**src/rtl/mem_port_defines.svh**
```systemverilog
// Constants shared by both ends of the core memory request port.
// Assumes inclusion by bare name from package, interface and modules.
`ifndef MEM_PORT_DEFINES_SVH
`define MEM_PORT_DEFINES_SVH
`define MP_ADDR_W 32
`define MP_DATA_W 32
`define MP_TYPE_W 4
`define MP_MULTI_W 1
`define MP_MISS_CYCLES 3
`define MP_RESP_NOTDONE 2'h0
`define MP_RESP_ABORT 2'h1
`define MP_RESP_DONE 2'h2
`endif

```
**src/rtl/mem_port_pkg.sv**
```systemverilog
// Types for the core memory request port.
// Assumes mem_port_defines.svh is on the include path.
`include "mem_port_defines.svh"
package mem_port_pkg;
	typedef enum logic [3:0] {
		acc_idle = 4'h0,
		acc_word_load = 4'h1,
		acc_word_load_seq = 4'h2,
		acc_byte_load = 4'h3,
		acc_half_load = 4'h4,
		acc_swap_word_rd = 4'h5,
		acc_swap_byte_rd = 4'h6,
		acc_ifetch = 4'h7,
		acc_ifetch_seq = 4'h8,
		acc_ifetch_spec = 4'h9,
		acc_ifetch_spec_seq = 4'hA,
		acc_word_store = 4'hB,
		acc_word_store_seq = 4'hC
	} access_req_t;
	typedef enum logic [1:0] {
		resp_notdone = 2'h0,
		resp_abort = 2'h1,
		resp_done = 2'h2
	} access_resp_t;
	typedef enum logic [1:0] {
		dret_none = 2'h0,
		dret_one = 2'h1,
		dret_two = 2'h2
	} data_ret_t;
endpackage : mem_port_pkg

```
**src/rtl/mem_port_if.sv**
```systemverilog
// Interface joining the core end and the memory end of the request port.
// Assumes one clock shared by both ends.
`timescale 1ns/1ns
`include "mem_port_defines.svh"
interface mem_port_if;
	mem_port_pkg::access_req_t access_req_type;
	logic access_multi;
	logic [`MP_ADDR_W-1:0] vaddr;
	logic [`MP_DATA_W-1:0] wdata;
	logic instr_return_req_a;
	logic instr_return_req_b;
	mem_port_pkg::data_ret_t data_return_req;
	mem_port_pkg::access_resp_t access_resp;
	logic [`MP_DATA_W-1:0] rdata;
	logic rdata_valid;
	logic rdata_is_data;
	logic confirm;
	modport core (output access_req_type, access_multi, vaddr, wdata, instr_return_req_a,
		instr_return_req_b, data_return_req, input access_resp, rdata, rdata_valid,
		rdata_is_data, confirm);
	modport mem (input access_req_type, access_multi, vaddr, wdata, instr_return_req_a,
		instr_return_req_b, data_return_req, output access_resp, rdata, rdata_valid,
		rdata_is_data, confirm);
endinterface : mem_port_if

```
**src/rtl/core_side.sv**
```systemverilog
// Core end: turns user commands into access and return requests, stalls on confirm.
// Assumes the memory end keeps its response stable while confirm is high.
`timescale 1ns/1ns
`include "mem_port_defines.svh"
// Notes on behaviour
// - New request each cycle, next follows response.
// - Memory gives provisional response, confirm flags wrong.
// - Confirm high freezes core, response treated wrong.
// - Memory fixes response before dropping confirm.
// - Return words arrive on consecutive half cycles; here one word per clock cycle.
// - Access and return may issue together.
// - Linked load plus return pairs supported.
// - Single return or store requests supported.
// - Store with instruction return may be parallel.
// - Multiple qualifier marks more words remaining.
// - Byte lands in lane chosen by address.
// - Halfword lands in half chosen by address.
// - Never request halfword at odd address.
// - Distinct swap read types for word, byte.
// - Sequential fetch follows previous fetch address.
// - Speculative fetches may be declined.
// - Store data driven one cycle after request.
// - Sequential store uses memory's own increment.
// - Data return served before instruction return; here an instruction return asked in the same cycle is dropped.
// - Either instruction return line requests two words.
// - Access answered notdone, abort or done.
module core_side (
	input wire logic clk_i,
	input wire logic reset_n_i,
	input wire logic cmd_valid_i,
	input wire mem_port_pkg::access_req_t cmd_type_i,
	input wire logic cmd_multi_i,
	input wire logic [`MP_ADDR_W-1:0] cmd_addr_i,
	input wire logic [`MP_DATA_W-1:0] cmd_wdata_i,
	input wire logic cmd_ret_instr_i,
	input wire mem_port_pkg::data_ret_t cmd_ret_data_i,
	output logic cmd_ready_o,
	output logic [`MP_DATA_W-1:0] rd_data_o,
	output logic rd_valid_o,
	output logic rd_is_data_o,
	output logic done_o,
	output logic abort_o,
	output logic not_done_o,
	mem_port_if.core bus
);
	typedef enum logic [2:0] {
		st_idle = 3'b001,
		st_wait = 3'b010,
		st_stall = 3'b100
	} core_state_t;
	core_state_t state_q, state_d;
	logic [`MP_DATA_W-1:0] store_data_q;
	logic store_pend_q;
	logic [`MP_DATA_W-1:0] wdata_q;
	logic [`MP_ADDR_W-1:0] fetch_next_q;
	logic [`MP_ADDR_W-1:0] store_next_q;
	wire half_odd = cmd_type_i == mem_port_pkg::acc_half_load && cmd_addr_i[0];
	wire is_store_cmd = cmd_type_i inside {mem_port_pkg::acc_word_store,
		mem_port_pkg::acc_word_store_seq};
	wire is_store_seq_cmd = cmd_type_i == mem_port_pkg::acc_word_store_seq;
	wire is_fetch_cmd = cmd_type_i inside {mem_port_pkg::acc_ifetch,
		mem_port_pkg::acc_ifetch_spec};
	wire is_fetch_seq_cmd = cmd_type_i inside {mem_port_pkg::acc_ifetch_seq,
		mem_port_pkg::acc_ifetch_spec_seq};
	wire stalled = bus.confirm;
	// A two-word return answered now keeps the memory end busy in the next cycle.
	wire two_word_ret = bus.instr_return_req_a
		|| bus.data_return_req == mem_port_pkg::dret_two;
	wire ret_busy = two_word_ret && !stalled;
	wire can_take = !stalled && state_q != st_stall && !ret_busy;
	wire issue = cmd_valid_i && !half_odd && can_take;
	// The held request is answered in the first cycle after confirm falls.
	wire resp_ok = (state_q == st_wait || state_q == st_stall) && !stalled;
	wire [`MP_ADDR_W-1:0] issue_addr = is_fetch_seq_cmd ? fetch_next_q
		: (is_store_seq_cmd ? store_next_q : cmd_addr_i);
	wire [`MP_ADDR_W-1:0] fetch_after = issue_addr + `MP_ADDR_W'(8);
	wire [`MP_ADDR_W-1:0] store_after = issue_addr + `MP_ADDR_W'(4);
	wire got_done = resp_ok && bus.access_resp == mem_port_pkg::resp_done;
	wire got_abort = resp_ok && bus.access_resp == mem_port_pkg::resp_abort;
	wire got_notdone = resp_ok && bus.access_resp == mem_port_pkg::resp_notdone;
	assign cmd_ready_o = can_take && !half_odd;
	always_comb begin
		state_d = state_q;
		case (state_q)
			st_idle: begin
				if (issue) state_d = st_wait;
			end
			st_wait: begin
				if (stalled) state_d = st_stall;
				else if (!issue) state_d = st_idle;
			end
			st_stall: begin
				if (!stalled) state_d = st_idle;
			end
			default: state_d = st_idle;
		endcase
	end
	always_ff @(posedge clk_i or negedge reset_n_i) begin
		if (!reset_n_i) begin
			state_q <= st_idle;
		end else begin
			state_q <= state_d;
		end
	end
	// Requests are held unchanged while the memory end is stalling.
	always_ff @(posedge clk_i or negedge reset_n_i) begin
		if (!reset_n_i) begin
			bus.access_req_type <= mem_port_pkg::acc_idle;
			bus.access_multi <= 1'b0;
			bus.instr_return_req_a <= 1'b0;
			bus.instr_return_req_b <= 1'b0;
			bus.data_return_req <= mem_port_pkg::dret_none;
		end else if (!stalled) begin
			bus.access_req_type <= issue ? cmd_type_i : mem_port_pkg::acc_idle;
			bus.access_multi <= issue && cmd_multi_i;
			bus.instr_return_req_a <= issue && cmd_ret_instr_i;
			bus.instr_return_req_b <= 1'b0;
			bus.data_return_req <= issue ? cmd_ret_data_i : mem_port_pkg::dret_none;
		end
	end
	always_ff @(posedge clk_i or negedge reset_n_i) begin
		if (!reset_n_i) begin
			bus.vaddr <= '0;
		end else if (issue) begin
			bus.vaddr <= issue_addr;
		end
	end
	// Sequential fetches and stores carry the address that follows the last one of their kind.
	always_ff @(posedge clk_i or negedge reset_n_i) begin
		if (!reset_n_i) begin
			fetch_next_q <= '0;
			store_next_q <= '0;
		end else if (issue) begin
			if (is_fetch_cmd || is_fetch_seq_cmd) fetch_next_q <= fetch_after;
			if (is_store_cmd) store_next_q <= store_after;
		end
	end
	always_ff @(posedge clk_i or negedge reset_n_i) begin
		if (!reset_n_i) begin
			store_pend_q <= 1'b0;
			store_data_q <= '0;
		end else if (!stalled) begin
			store_pend_q <= issue && is_store_cmd;
			store_data_q <= cmd_wdata_i;
		end
	end
	// Store data follows its request by one cycle.
	always_ff @(posedge clk_i or negedge reset_n_i) begin
		if (!reset_n_i) begin
			wdata_q <= '0;
		end else if (store_pend_q) begin
			wdata_q <= store_data_q;
		end
	end
	always_ff @(posedge clk_i or negedge reset_n_i) begin
		if (!reset_n_i) begin
			rd_valid_o <= 1'b0;
		end else begin
			rd_valid_o <= bus.rdata_valid;
		end
	end
	always_ff @(posedge clk_i or negedge reset_n_i) begin
		if (!reset_n_i) begin
			rd_is_data_o <= 1'b0;
		end else begin
			rd_is_data_o <= bus.rdata_is_data;
		end
	end
	// The last returned word stays visible until the next one arrives.
	always_ff @(posedge clk_i or negedge reset_n_i) begin
		if (!reset_n_i) begin
			rd_data_o <= '0;
		end else if (bus.rdata_valid) begin
			rd_data_o <= bus.rdata;
		end
	end
	always_ff @(posedge clk_i or negedge reset_n_i) begin
		if (!reset_n_i) begin
			done_o <= 1'b0;
		end else begin
			done_o <= got_done;
		end
	end
	always_ff @(posedge clk_i or negedge reset_n_i) begin
		if (!reset_n_i) begin
			abort_o <= 1'b0;
		end else begin
			abort_o <= got_abort;
		end
	end
	always_ff @(posedge clk_i or negedge reset_n_i) begin
		if (!reset_n_i) begin
			not_done_o <= 1'b0;
		end else begin
			not_done_o <= got_notdone;
		end
	end
	assign bus.wdata = wdata_q;
endmodule : core_side

```
**src/flat_wrapper.sv**
```systemverilog
// flat-port wrapper written by rule: the top's interface ports become plain ports
module core_side_flat 
  (clk_i, reset_n_i, cmd_valid_i, cmd_type_i, cmd_multi_i, cmd_addr_i, cmd_wdata_i, cmd_ret_instr_i, cmd_ret_data_i, cmd_ready_o, rd_data_o, rd_valid_o, rd_is_data_o, done_o, abort_o, not_done_o, bus_access_req_type, bus_access_multi, bus_vaddr, bus_wdata, bus_instr_return_req_a, bus_instr_return_req_b, bus_data_return_req, bus_access_resp, bus_rdata, bus_rdata_valid, bus_rdata_is_data, bus_confirm);
  mem_port_if bus_i ();
  input wire logic clk_i;
  input wire logic reset_n_i;
  input wire logic cmd_valid_i;
  input wire mem_port_pkg::access_req_t cmd_type_i;
  input wire logic cmd_multi_i;
  input wire logic [`MP_ADDR_W-1:0] cmd_addr_i;
  input wire logic [`MP_DATA_W-1:0] cmd_wdata_i;
  input wire logic cmd_ret_instr_i;
  input wire mem_port_pkg::data_ret_t cmd_ret_data_i;
  output logic cmd_ready_o;
  output logic [`MP_DATA_W-1:0] rd_data_o;
  output logic rd_valid_o;
  output logic rd_is_data_o;
  output logic done_o;
  output logic abort_o;
  output logic not_done_o;
  output wire logic [$bits(bus_i.access_req_type)-1:0] bus_access_req_type;
  output wire logic [$bits(bus_i.access_multi)-1:0] bus_access_multi;
  output wire logic [$bits(bus_i.vaddr)-1:0] bus_vaddr;
  output wire logic [$bits(bus_i.wdata)-1:0] bus_wdata;
  output wire logic [$bits(bus_i.instr_return_req_a)-1:0] bus_instr_return_req_a;
  output wire logic [$bits(bus_i.instr_return_req_b)-1:0] bus_instr_return_req_b;
  output wire logic [$bits(bus_i.data_return_req)-1:0] bus_data_return_req;
  input wire logic [$bits(bus_i.access_resp)-1:0] bus_access_resp;
  input wire logic [$bits(bus_i.rdata)-1:0] bus_rdata;
  input wire logic [$bits(bus_i.rdata_valid)-1:0] bus_rdata_valid;
  input wire logic [$bits(bus_i.rdata_is_data)-1:0] bus_rdata_is_data;
  input wire logic [$bits(bus_i.confirm)-1:0] bus_confirm;
  assign bus_access_req_type = bus_i.access_req_type;
  assign bus_access_multi = bus_i.access_multi;
  assign bus_vaddr = bus_i.vaddr;
  assign bus_wdata = bus_i.wdata;
  assign bus_instr_return_req_a = bus_i.instr_return_req_a;
  assign bus_instr_return_req_b = bus_i.instr_return_req_b;
  assign bus_data_return_req = bus_i.data_return_req;
  assign bus_i.access_resp = bus_access_resp;
  assign bus_i.rdata = bus_rdata;
  assign bus_i.rdata_valid = bus_rdata_valid;
  assign bus_i.rdata_is_data = bus_rdata_is_data;
  assign bus_i.confirm = bus_confirm;
  core_side u_core (.clk_i(clk_i), .reset_n_i(reset_n_i), .cmd_valid_i(cmd_valid_i), .cmd_type_i(cmd_type_i), .cmd_multi_i(cmd_multi_i), .cmd_addr_i(cmd_addr_i), .cmd_wdata_i(cmd_wdata_i), .cmd_ret_instr_i(cmd_ret_instr_i), .cmd_ret_data_i(cmd_ret_data_i), .cmd_ready_o(cmd_ready_o), .rd_data_o(rd_data_o), .rd_valid_o(rd_valid_o), .rd_is_data_o(rd_is_data_o), .done_o(done_o), .abort_o(abort_o), .not_done_o(not_done_o), .bus(bus_i));
endmodule
```
**config.mk**
```make
export PLATFORM = sky130hd
export DESIGN_NAME = core_side_flat
export DESIGN_NICKNAME = d
export VERILOG_FILES = /design/src/rtl/mem_port_pkg.sv /design/src/rtl/mem_port_if.sv /design/src/rtl/core_side.sv /design/src/flat_wrapper.sv
export VERILOG_INCLUDE_DIRS = /design/src /design/src/rtl
export SDC_FILE = /design/constraint.sdc
export NUM_CORES = 1
export LEC_CHECK = 0
export BUFFER_PORTS_ARGS = -buffer_cell sky130_fd_sc_hd__buf_2
export CAP_MARGIN = 15
export CORE_UTILIZATION = 35
export CTS_BUF_LIST = sky130_fd_sc_hd__clkbuf_8
export DETAILED_ROUTE_END_ITERATION = 8
export SYNTH_ARGS = -nofsm -noshare
export SYNTH_HDL_FRONTEND = slang
export SYNTH_SLANG_ARGS = --single-unit
```
**constraint.sdc**
```tcl
create_clock -name clk_i -period 3.05 [get_ports clk_i]
set_clock_uncertainty 0.05 [all_clocks]
set_input_delay 0.61 -clock clk_i [delete_from_list [all_inputs] [get_ports clk_i]]
set_output_delay 0.61 -clock clk_i [all_outputs]
set_load 0.05 [all_outputs]
```
### Word-level counts from Yosys, hierarchy flattened

Cells that the tools add are included.

| storage, ports and cells | value |
|---|---|
| word-level logic and storage cells | 72 |
| bits in registers | 209 |
| input bits | 112 |
| output and inout port bits | 111 |

| cells by class | value |
|---|---|
| $add $sub $neg | 2 |
| equal/unequal tests | 17 |
| reductions and logical operators | 27 |
| mux-type cells | 9 |

Operators by type and width:

| cell | number |
|---|---|
| $mux W32 | 2 |
| $add A32 B3 Y32 const B | 1 |
| $add A32 B4 Y32 const B | 1 |
| $eq A4 B4 Y1 const B | 5 |
| $logic_and A1 B1 Y1 | 14 |
| $mux W3 | 4 |
| $pmux W3 S3 | 1 |
| $eq A4 B3 Y1 const B | 2 |
| $ne A3 B3 Y1 const B | 2 |
| $reduce_bool A2 Y1 | 3 |
| $eq A2 B2 Y1 const B | 2 |
| $mux W4 | 1 |
| $reduce_and A2 Y1 | 2 |
| $eq A3 B1 Y1 const B | 1 |
| $eq A3 B2 Y1 const B | 1 |
| $eq A3 B3 Y1 const B | 1 |
| $logic_not A1 Y1 | 3 |
| $logic_or A1 B1 Y1 | 3 |
| $reduce_and A3 Y1 | 1 |
| $eq A2 B1 Y1 const B | 1 |
| $logic_not A2 Y1 | 1 |
| $mux W2 | 1 |
| $ne A2 B1 Y1 const B | 1 |
| $ne A2 B2 Y1 const B | 1 |

### Longest topological paths before layout

Gate-level depths: netlist (run 1).

| depth | value |
|---|---|
| depth in word-level cells | 9 |
| mapped depth | 14 |
| mapped depth without buffers | 9 |

### Least setup slack after synthesis (run 1)

OpenSTA, ideal clock, no wires.

| timing | value |
|---|---|
| kind | in2reg |
| start | input port cmd_type_i[0] |
| end | register u_core.store_next_q[31] |
| cell stages on the path | 13 |
| library setup time | 0.082 ns |
| arrival | 3.481 ns |
| data required time | 2.918 ns |
| path buffers | 5 |
| slack | -0.563 ns |
| path through | and2b_1 > buf_4 > buf_6 > buf_6 > buf_2 > o22ai_1 > a21oi_1 > ha_1 > nand4b_1 > or4b_1 > buf_2 > or4_1 > a31oi_1 |

| between the ends | value |
|---|---|
| elaborated cells on any way between the ends | 15 |
| those cells by class | add/sub (1); eq/ne (5); mux (2); reduce/logical (7) |

RTL lines:

| element | line | RTL |
|---|---|---|
| from (decl) | flat_wrapper.sv:8 | `input wire mem_port_pkg::access_req_t cmd_type_i;` |
| $eq A4 B4 Y1, on equally long branches | core_side.sv:60, core_side.sv:63 |  |
| $mux W32 or $reduce_bool A2 Y1 (tied branches) | core_side.sv:75, core_side.sv:63 |  |
| $mux W32 (*) | core_side.sv:74 | `` wire [`MP_ADDR_W-1:0] issue_addr = is_fetch_seq_cmd ? fetch_next_q `` |
| via u_core.issue_addr[3] | core_side.sv:74 |  |
| $add A32 B3 Y32 (*) | core_side.sv:77 | `` wire [`MP_ADDR_W-1:0] store_after = issue_addr + `MP_ADDR_W'(4); `` |
| to (signal assigned) | core_side.sv:135 | `if (is_store_cmd) store_next_q <= store_after;` |
| to (decl) | core_side.sv:56 | `` logic [`MP_ADDR_W-1:0] store_next_q; `` |

The timed path passes the listed nets; every way through them passes the cells marked *.
A chain may end at the register's enable or synchronous reset.

### Final worst setup path (run 1)

| timing | value |
|---|---|
| start | input port cmd_type_i[3] |
| end | register u_core.store_next_q[31] |

| between the ends | value |
|---|---|
| cells in the longest elaborated chain, start to end | 6 |
| elaborated cells on any way between the ends | 15 |
| those cells by class | add/sub (1); eq/ne (5); mux (2); reduce/logical (7) |

RTL lines:

| element |
|---|
| parallel branches: the longest is 6 deep, another holds $add A32 B3 Y32 |

Parallel ways; which one is timed is not known.

==> summary.md, run 1 <==
| Metric | Value |
|---|---|
| Fillers | `2666` |
| Routed vias/inst | `5.07` |
| Crit path kind | `primary input to register` |
| Endpoints failing setup | `0` |
| CTS buffer count | `39` |
| TritonCTS clock tree | `done` |
| Max Fclk | `0.344 GHz` |
| Critical path cell sequence | `buf_2, or3b_2, buf_4, o22ai_1, a21o_1, nor4_1, or3b_2, or4_1, a31oi_1` |
| Slew Limit Headroom | `0.523` |
| Worst path max stage delay | `0.53 ns` |
| Post-synthesis compound-gate area fraction | `0.138` |
| Largest net degree at the start of global routing | `72` |
| Layout cell share with drive strength beyond 1 | `0.414` |
| Cell mode on critical path | `or3b_2` |
| # H-tree levels | `2` |
| Post-route ant nets | `0` |
| Initial Util | `0.357` |
| Buffers & Inverters on Critical Path | `2` |
| Worst-path clk slew | `0.05 ns` |
| Clk sinks | `209` |
| Multiplexer share of the synthesized area | `0.116` |
| Ys Warns | `0` |
| WL per Instance | `17.8 µm` |
| Worst Path Required | `3.45 ns` |
| Register area share after synthesis | `0.526` |
| CP max FO | `22` |
| Detailed Routing Iterations Pass 1 | `5` |
| Routed wire length | `30100 µm` |
| Fraction of registers with async set/reset | `1.00` |
| Vias in the first global route | `8305` |
| LEAKAGE | `6.23 nW` |
| Fraction of the cycle the final worst path needs | `0.954` |
| Netlist cell types | `68` |
| Clock Tree Buf Depth | `3` |
| Port Buffers | `221` |
| Rows | `61` |
| Peak supply drop | `0.376 mV` |
| Worst skew pair latency | `0.55 ns` |
| Adder-cell area share of the yosys netlist | `0.00252` |
| CP max-delay cell | `or3b_2` |
| Drc violations | `0` |
| Layout Cells excl Fill | `1693` |
| Layout net count | `1405` |
| Gpl congestion | `0.937` |
| Iter 0 DRT Violations | `610` |
| Prevailing post-synth register cell | `dfrtp_1` |
| Power Total | `0.00947 W` |
| Fin Hold WS | `0.150 ns` |
| GRT Total Usage | `0.206` |
| PD cells | `719 nW/µm²` |
| Xor-xnor portion of the synthesized cell area | `0.0211` |
| CP startpoint kind | `primary input` |
| GRT Residual Overflow | `0` |
| CORE AREA | `27900 µm²` |
| Min Clock Period, post-route | `2.91 ns` |
| Largest family of logic cells by synthesized area | `simple AND/OR/NAND/NOR gates` |
| DIE WIDTH | `171 µm` |
| Worst Path Arrival | `3.31 ns` |
| Critical Path Sink Type | `register` |
| First-pass GRT wire length | `46100 µm` |
| Max capacitance violation total | `0` |
| Final hold violation count | `0` |
| FF+latch count, synth | `209` |
| Cells after DPL | `1625` |
| Run status | `finished clean` |
| Synthesized area | `9940 µm²` |
| Util after Layout | `0.473` |
| Via count | `8588` |
| Worst hold start | `bus_rdata_is_data` |
| Synth Net Count | `1063` |
| Commonest non-fill, non-tap cell in the layout | `buf_2` |
| Die H | `171 µm` |
| Die footprint | `29100 µm²` |
| Root buf cell | `clkbuf_8` |
| EDFF count, synth | `0` |
| Setup crit start | `cmd_type_i[3]` |
| Mapped Cells | `949` |
| Num ports | `223` |
| Worst flop-to-flop path startpoint | `u_core.store_next_q[18]` |
| Simple-Gate Fraction of Synth Area | `0.163` |
| Fin. max-slew vios | `0` |
| Register area | `5230 µm²` |
| Detail Placement HPWL | `22500 µm` |
| Commonest non-fill, non-tap cells in the layout | `buf_2 (220), dfrtp_1 (208), buf_4 (143)` |
| Hold crit path type | `primary input to register` |
| Delay-heaviest family, CP | `simple AND/OR/NAND/NOR gates` |
| Initial antenna violation count | `1` |
| Worst-Margin Slew | `0.715 ns` |
| P&R area growth vs syn | `32.5%` |
| Multi-input logic area | `4420 µm²` |
| Synth Area per Inst | `10.5 µm²` |
| Setup TNS | `0 ns` |
==> cell families (layout without fill, tap and decap cells) <==
family	after synthesis	count (layout)
simple gates	321	321
compound gates	217	217
flops	209	209
mux	103	103
buf+inv	72	437
xor+xnor	24	24
fa+ha+maj	2	2
other cells	1	2
==> cell type report <==
| class | count | share of cell area |
|---|---|---|
| sequential | 209 | 0.397 |
| clock inverter | 17 | 0.00655 |
| clock buffer | 47 | 0.0491 |
| antenna | 1 | 0.000190 |
| tap | 378 | 0.0359 |
| multi-input combinational | 668 | 0.336 |
| inverter | 3 | 0.000855 |
| timing repair buffer | 370 | 0.175 |
==> Yosys cell counts (4+ instances only) <==
cell / count / share of area
o211ai_1: 6 / 0.0045
o22ai_1: 8 / 0.0050
a21oi_1: 40 / 0.020
a31o_2: 4 / 0.0035
or4b_2: 4 / 0.0040
o221ai_1: 8 / 0.0070
a22o_1: 7 / 0.0062
nor3_1: 9 / 0.0045
nor4_1: 8 / 0.0050
o31ai_1: 12 / 0.0091
mux2i_1: 4 / 0.0040
o21bai_1: 6 / 0.0045
nand2_1: 116 / 0.044
or4_1: 13 / 0.0098
nand2b_1: 10 / 0.0063
or3_1: 13 / 0.0082
nor2b_1: 6 / 0.0038
clkbuf_1: 41 / 0.015
nand4_1: 17 / 0.011
nor4b_1: 5 / 0.0044
xnor2_1: 19 / 0.017
and4_1: 4 / 0.0035
a21o_1: 14 / 0.011
nand3_1: 24 / 0.012
nor3b_1: 7 / 0.0053
dfrtp_1: 208 / 0.52
xor2_1: 5 / 0.0044
o21ai_0: 68 / 0.034
nor2_1: 63 / 0.024
a31oi_1: 20 / 0.013
buf_2: 15 / 0.0076
mux2_2: 99 / 0.11
buf_1: 8 / 0.0030
==> worst register-to-register path: cells and delay by family (launching register included) <==
family,cells,cell delay [ns]
flip-flops,1,0.33
AND/OR/NAND/NOR,5,2.00
AO/OA/AOI/OAI,2,0.25
==> where the power goes <==
part	total, W	leakage [nW]	internal [W]	switching [W]
combinational	0.00305	3.26	0.000950	0.00210
clock	0.00256	0.423	0.00139	0.00117
sequential	0.00387	2.55	0.00345	0.000419
==> through the flow <==
stage               area [µm²]  worst slack, ns
finish                   13200            0.141
global route             13200          -0.0308
CTS                      13100           0.0945
detailed placement       12400           -0.386
global placement         12400           -0.336
floorplan                 9990           -0.322
==> metal layers <==
metal	GRT usage	routed length, µm	up-vias
li1	-	-	4145
met1	0.275	13900	4090
met2	0.325	13200	299
met3	0.0523	2240	54
met4	0.0658	757	0
met5	0	0	-
==> worst paths after layout <==
path | to | slack, ns | depth (start not counted)
max | u_core.store_next_q[31] | 0.14 | 9
min reg2reg | u_core.bus.vaddr[20] | 0.42 | 2
min | u_core.rd_is_data_o | 0.15 | 1
max reg2reg | u_core.store_next_q[31] | 0.36 | 7
min in group asynchronous | u_core.store_data_q[17] | 0.52 | 2
max in group asynchronous | u_core.rd_data_o[9] | 1.61 | 3
==> flip-flops by register name, summed over array words and instances (netlist names) <==
name,cells
u_core.bus.instr_return_req_a,1
u_core.bus.vaddr,32
u_core.bus.data_return_req,2
u_core.store_pend_q,1
u_core.rd_is_data_o,1
u_core.store_next_q,32
u_core.bus.access_multi,1
u_core.fetch_next_q,32
u_core.bus.access_req_type,4
u_core.rd_data_o,32
u_core.done_o,1
u_core.abort_o,1
u_core.state_q,3
u_core.rd_valid_o,1
u_core.store_data_q,32
u_core.not_done_o,1
u_core.bus.wdata,32
==> what timing repair did <==
| action | in CTS | in global routing |
|---|---|---|
| resized for setup | 0 | 1 |
| buffers inserted | 0 | 2 |
| hold endpoints to repair | 35 | 0 |
| endpoints found under the setup margin | 0 | 3 |
| hold buffers | 1 | 0 |
Power figures use the tool's default switching activity.
==> run 2: changes to the inputs <==
- BUFFER_PORTS_ARGS: -buffer_cell sky130_fd_sc_hd__buf_2 -> default
- CTS_CLUSTER_SIZE: default -> 40
- DONT_BUFFER_PORTS: default -> 1
==> summary.md, run 2 (synthesis gave the netlist of run 1 again) <==
| Metric | Value |
|---|---|
| Run status | `complete, but fails checks (was finished clean)` |
| Failing checks | `hold timing` |
| Gpl congestion | `0.885 (was 0.937)` |
| Die footprint | `29100 µm² (unchanged)` |
| LEAKAGE | `5.16 nW (was 6.23 nW)` |
| Via count | `7739 (was 8588)` |
| Initial antenna violation count | `1 (unchanged)` |
| Vias in the first global route | `7385 (was 8305)` |
| CTS buffer count | `38 (was 39)` |
| Iter 0 DRT Violations | `548 (was 610)` |
| Worst-path clk slew | `0.06 ns (was 0.05 ns)` |
| Clk sinks | `209 (unchanged)` |
| Detail Placement HPWL | `20400 µm (was 22500 µm)` |
| # H-tree levels | `2 (unchanged)` |
| Fin Hold WS | `-0.277 ns (was 0.150 ns)` |
| CP startpoint kind | `primary input (unchanged)` |
| Logic gate share of total power | `0.131 (was 0.322)` |
| Post-CTS setup buffers | `0 (unchanged)` |
| Endpoints failing setup | `0 (unchanged)` |
| PD cells | `769 nW/µm² (was 719 nW/µm²)` |
| Worst skew pair latency | `0.55 ns (about the same)` |
| TritonCTS clock tree | `done (unchanged)` |
| Initial Util | `0.357 (unchanged)` |
| First-pass GRT wire length | `43200 µm (was 46100 µm)` |
| Detailed Routing Iterations Pass 1 | `5 (unchanged)` |
| GRT Residual Overflow | `0 (unchanged)` |
| Sw Ratio | `0.384 (was 0.389)` |
| Layout cell share with drive strength beyond 1 | `0.281 (was 0.414)` |
| WL per Instance | `20.0 µm (was 17.8 µm)` |
| P&R area growth vs syn | `19.2% (was 32.5%)` |
| GRT Total Usage | `0.195 (was 0.206)` |
| CP max FO | `15 (was 22)` |
| Largest net degree at the start of global routing | `210 (was 72)` |
| Number of instances resized during post-cts repair | `0 (unchanged)` |
| Port Buffers | `0 (was 221)` |
| Drc violations | `0 (unchanged)` |
| Dpl cell area | `11000 µm² (was 12400 µm²)` |
| Routed wire length | `28800 µm (was 30100 µm)` |
| Reg power frac | `0.567 (was 0.408)` |
| Fin. max-slew vios | `0 (unchanged)` |
| Max Fclk | `0.356 GHz (was 0.344 GHz)` |
| Critical Path Sink Type | `register (unchanged)` |
| Clock power frac | `0.302 (was 0.270)` |
| Design area | `11800 µm² (was 13200 µm²)` |
| CORE AREA | `27900 µm² (unchanged)` |
| Worst Path Required | `3.44 ns (was 3.45 ns)` |
| Hold crit path type | `primary input to asynchronous set/reset pin (was primary input to register)` |
| Worst Path Arrival | `3.20 ns (was 3.31 ns)` |
| Die H | `171 µm (unchanged)` |
| Peak supply drop | `0.382 mV (was 0.376 mV)` |
| Root buf cell | `clkbuf_8 (unchanged)` |
| Max capacitance violation total | `0 (unchanged)` |
| Crit path kind | `primary input to register (unchanged)` |
| Final hold violation count | `209 (was 0)` |
| Routed vias/inst | `5.37 (was 5.07)` |
| Num ports | `223 (unchanged)` |
| DIE WIDTH | `171 µm (unchanged)` |
| Setup repair after global routing missed its margin | `false` |
| Min Clock Period, post-route | `2.81 ns (was 2.91 ns)` |
| Worst setup margin | `0.242 ns (was 0.141 ns)` |
| Commonest non-fill, non-tap cells in the layout | `dfrtp_1 (208), nand2_1 (115), buf_4 (114) (was buf_2 (220), dfrtp_1 (208), buf_4 (143))` |
| Power Internal | `0.00561 W (was 0.00579 W)` |
| Commonest non-fill, non-tap cell in the layout | `dfrtp_1 (was buf_2)` |
| DP Worst Slack | `-0.236 ns (was -0.386 ns)` |
| Psw | `0.00350 W (was 0.00369 W)` |
| Fraction of the cycle the final worst path needs | `0.921 (was 0.954)` |
| Slew Limit Headroom | `0.612 (was 0.523)` |
| Worst-Margin Slew | `0.582 ns (was 0.715 ns)` |
| Rows | `61 (unchanged)` |
| Post-route ant nets | `0 (unchanged)` |
| Layout net count | `1151 (was 1405)` |
| Fillers | `2641 (was 2666)` |
| Clock Tree Buf Depth | `3 (unchanged)` |
-- run 2: cell count changes in the layout (fill, tap and decap cells not counted), moves of 2 or more --
cell | previous run | this run
clkbuf_8 | 48 | 50
buf_2 | 220 | 0
clkinv_2 | 1 | 4
clkinvlp_4 | 1 | 3
buf_4 | 143 | 114
inv_1 | 15 | 9
buf_12 | 5 | 3
-- run 2: power groups by stage --
| stage | registers, W | clock network [W] | logic [W] |
|---|---|---|---|
| 2_1_floorplan | 0.00504 | 0 | 0.000924 |
| 3_3_place_gp | 0.00520 | 0 | 0.00116 |
| 3_5_place_dp | 0.00522 | 0 | 0.00120 |
| 4_1_cts | 0.00517 | 0.00286 | 0.00120 |
| 5_1_grt | 0.00526 | 0.00298 | 0.00134 |
| 6_report | 0.00517 | 0.00275 | 0.00119 |
-- run 2: worst paths after layout --
kind | endpoint | slack, ns | cells after the start | startpoint
worst max-delay path | u_core.fetch_next_q[27] | 0.24 | 7 | cmd_type_i[0]
worst min-delay path | u_core.store_data_q[16] | -0.28 | 0 | reset_n_i
worst max register to register | u_core.fetch_next_q[27] | 0.36 | 7 | u_core.store_next_q[18]
worst min register to register | u_core.store_next_q[18] | 0.43 | 2 | u_core.store_next_q[18]
max in group asynchronous | u_core.fetch_next_q[16] | 2.98 | 0 | reset_n_i
min in group clk_i | u_core.rd_is_data_o | 0.06 | 0 | bus_rdata_is_data
-- run 2: final cells by class --
type                    count  area [µm²]  share of cell area
inverters                   3        11.3            0.000950
diodes                      1        2.50            0.000211
flip-flops and latches    209        5230               0.441
clock inverters            16         110             0.00929
well taps                 378         473              0.0399
repair buffers            117         916              0.0773
clock buffers              50         688              0.0581
multi-input cells         668        4420               0.373
-- run 2: critical path, stage by stage --
cell and delay, ns:
and2b_1 0.33, a21oi_1 0.14, a211o_1 0.30, or4_1 0.58, or3_1 0.48, or4_1 0.54, a31oi_1 0.20
-- run 2: per-layer routing --
layer / share of wire / wire [µm] / up-vias / track usage
li1: - / - / 3622 / -
met3: 0.10 / 2880 / 53 / 0.0657
met5: 0 / 0 / - / 0
met4: 0.022 / 619 / 0 / 0.0568
met2: 0.44 / 12800 / 334 / 0.300
met1: 0.43 / 12500 / 3730 / 0.258
-- run 2: through the flow --
step | total power (W) | util | std cells | TNS, ns
finish | 0.00911 | 0.425 | 1442 | 0
global route | 0.00958 | 0.425 | 1441 | 0
detailed placement | 0.00642 | 0.397 | 1375 | -1.69
global placement | 0.00636 | 0.397 | 1375 | -0.821
CTS | 0.00923 | 0.425 | 1441 | 0
floorplan | 0.00597 | - | 949 | -1.73
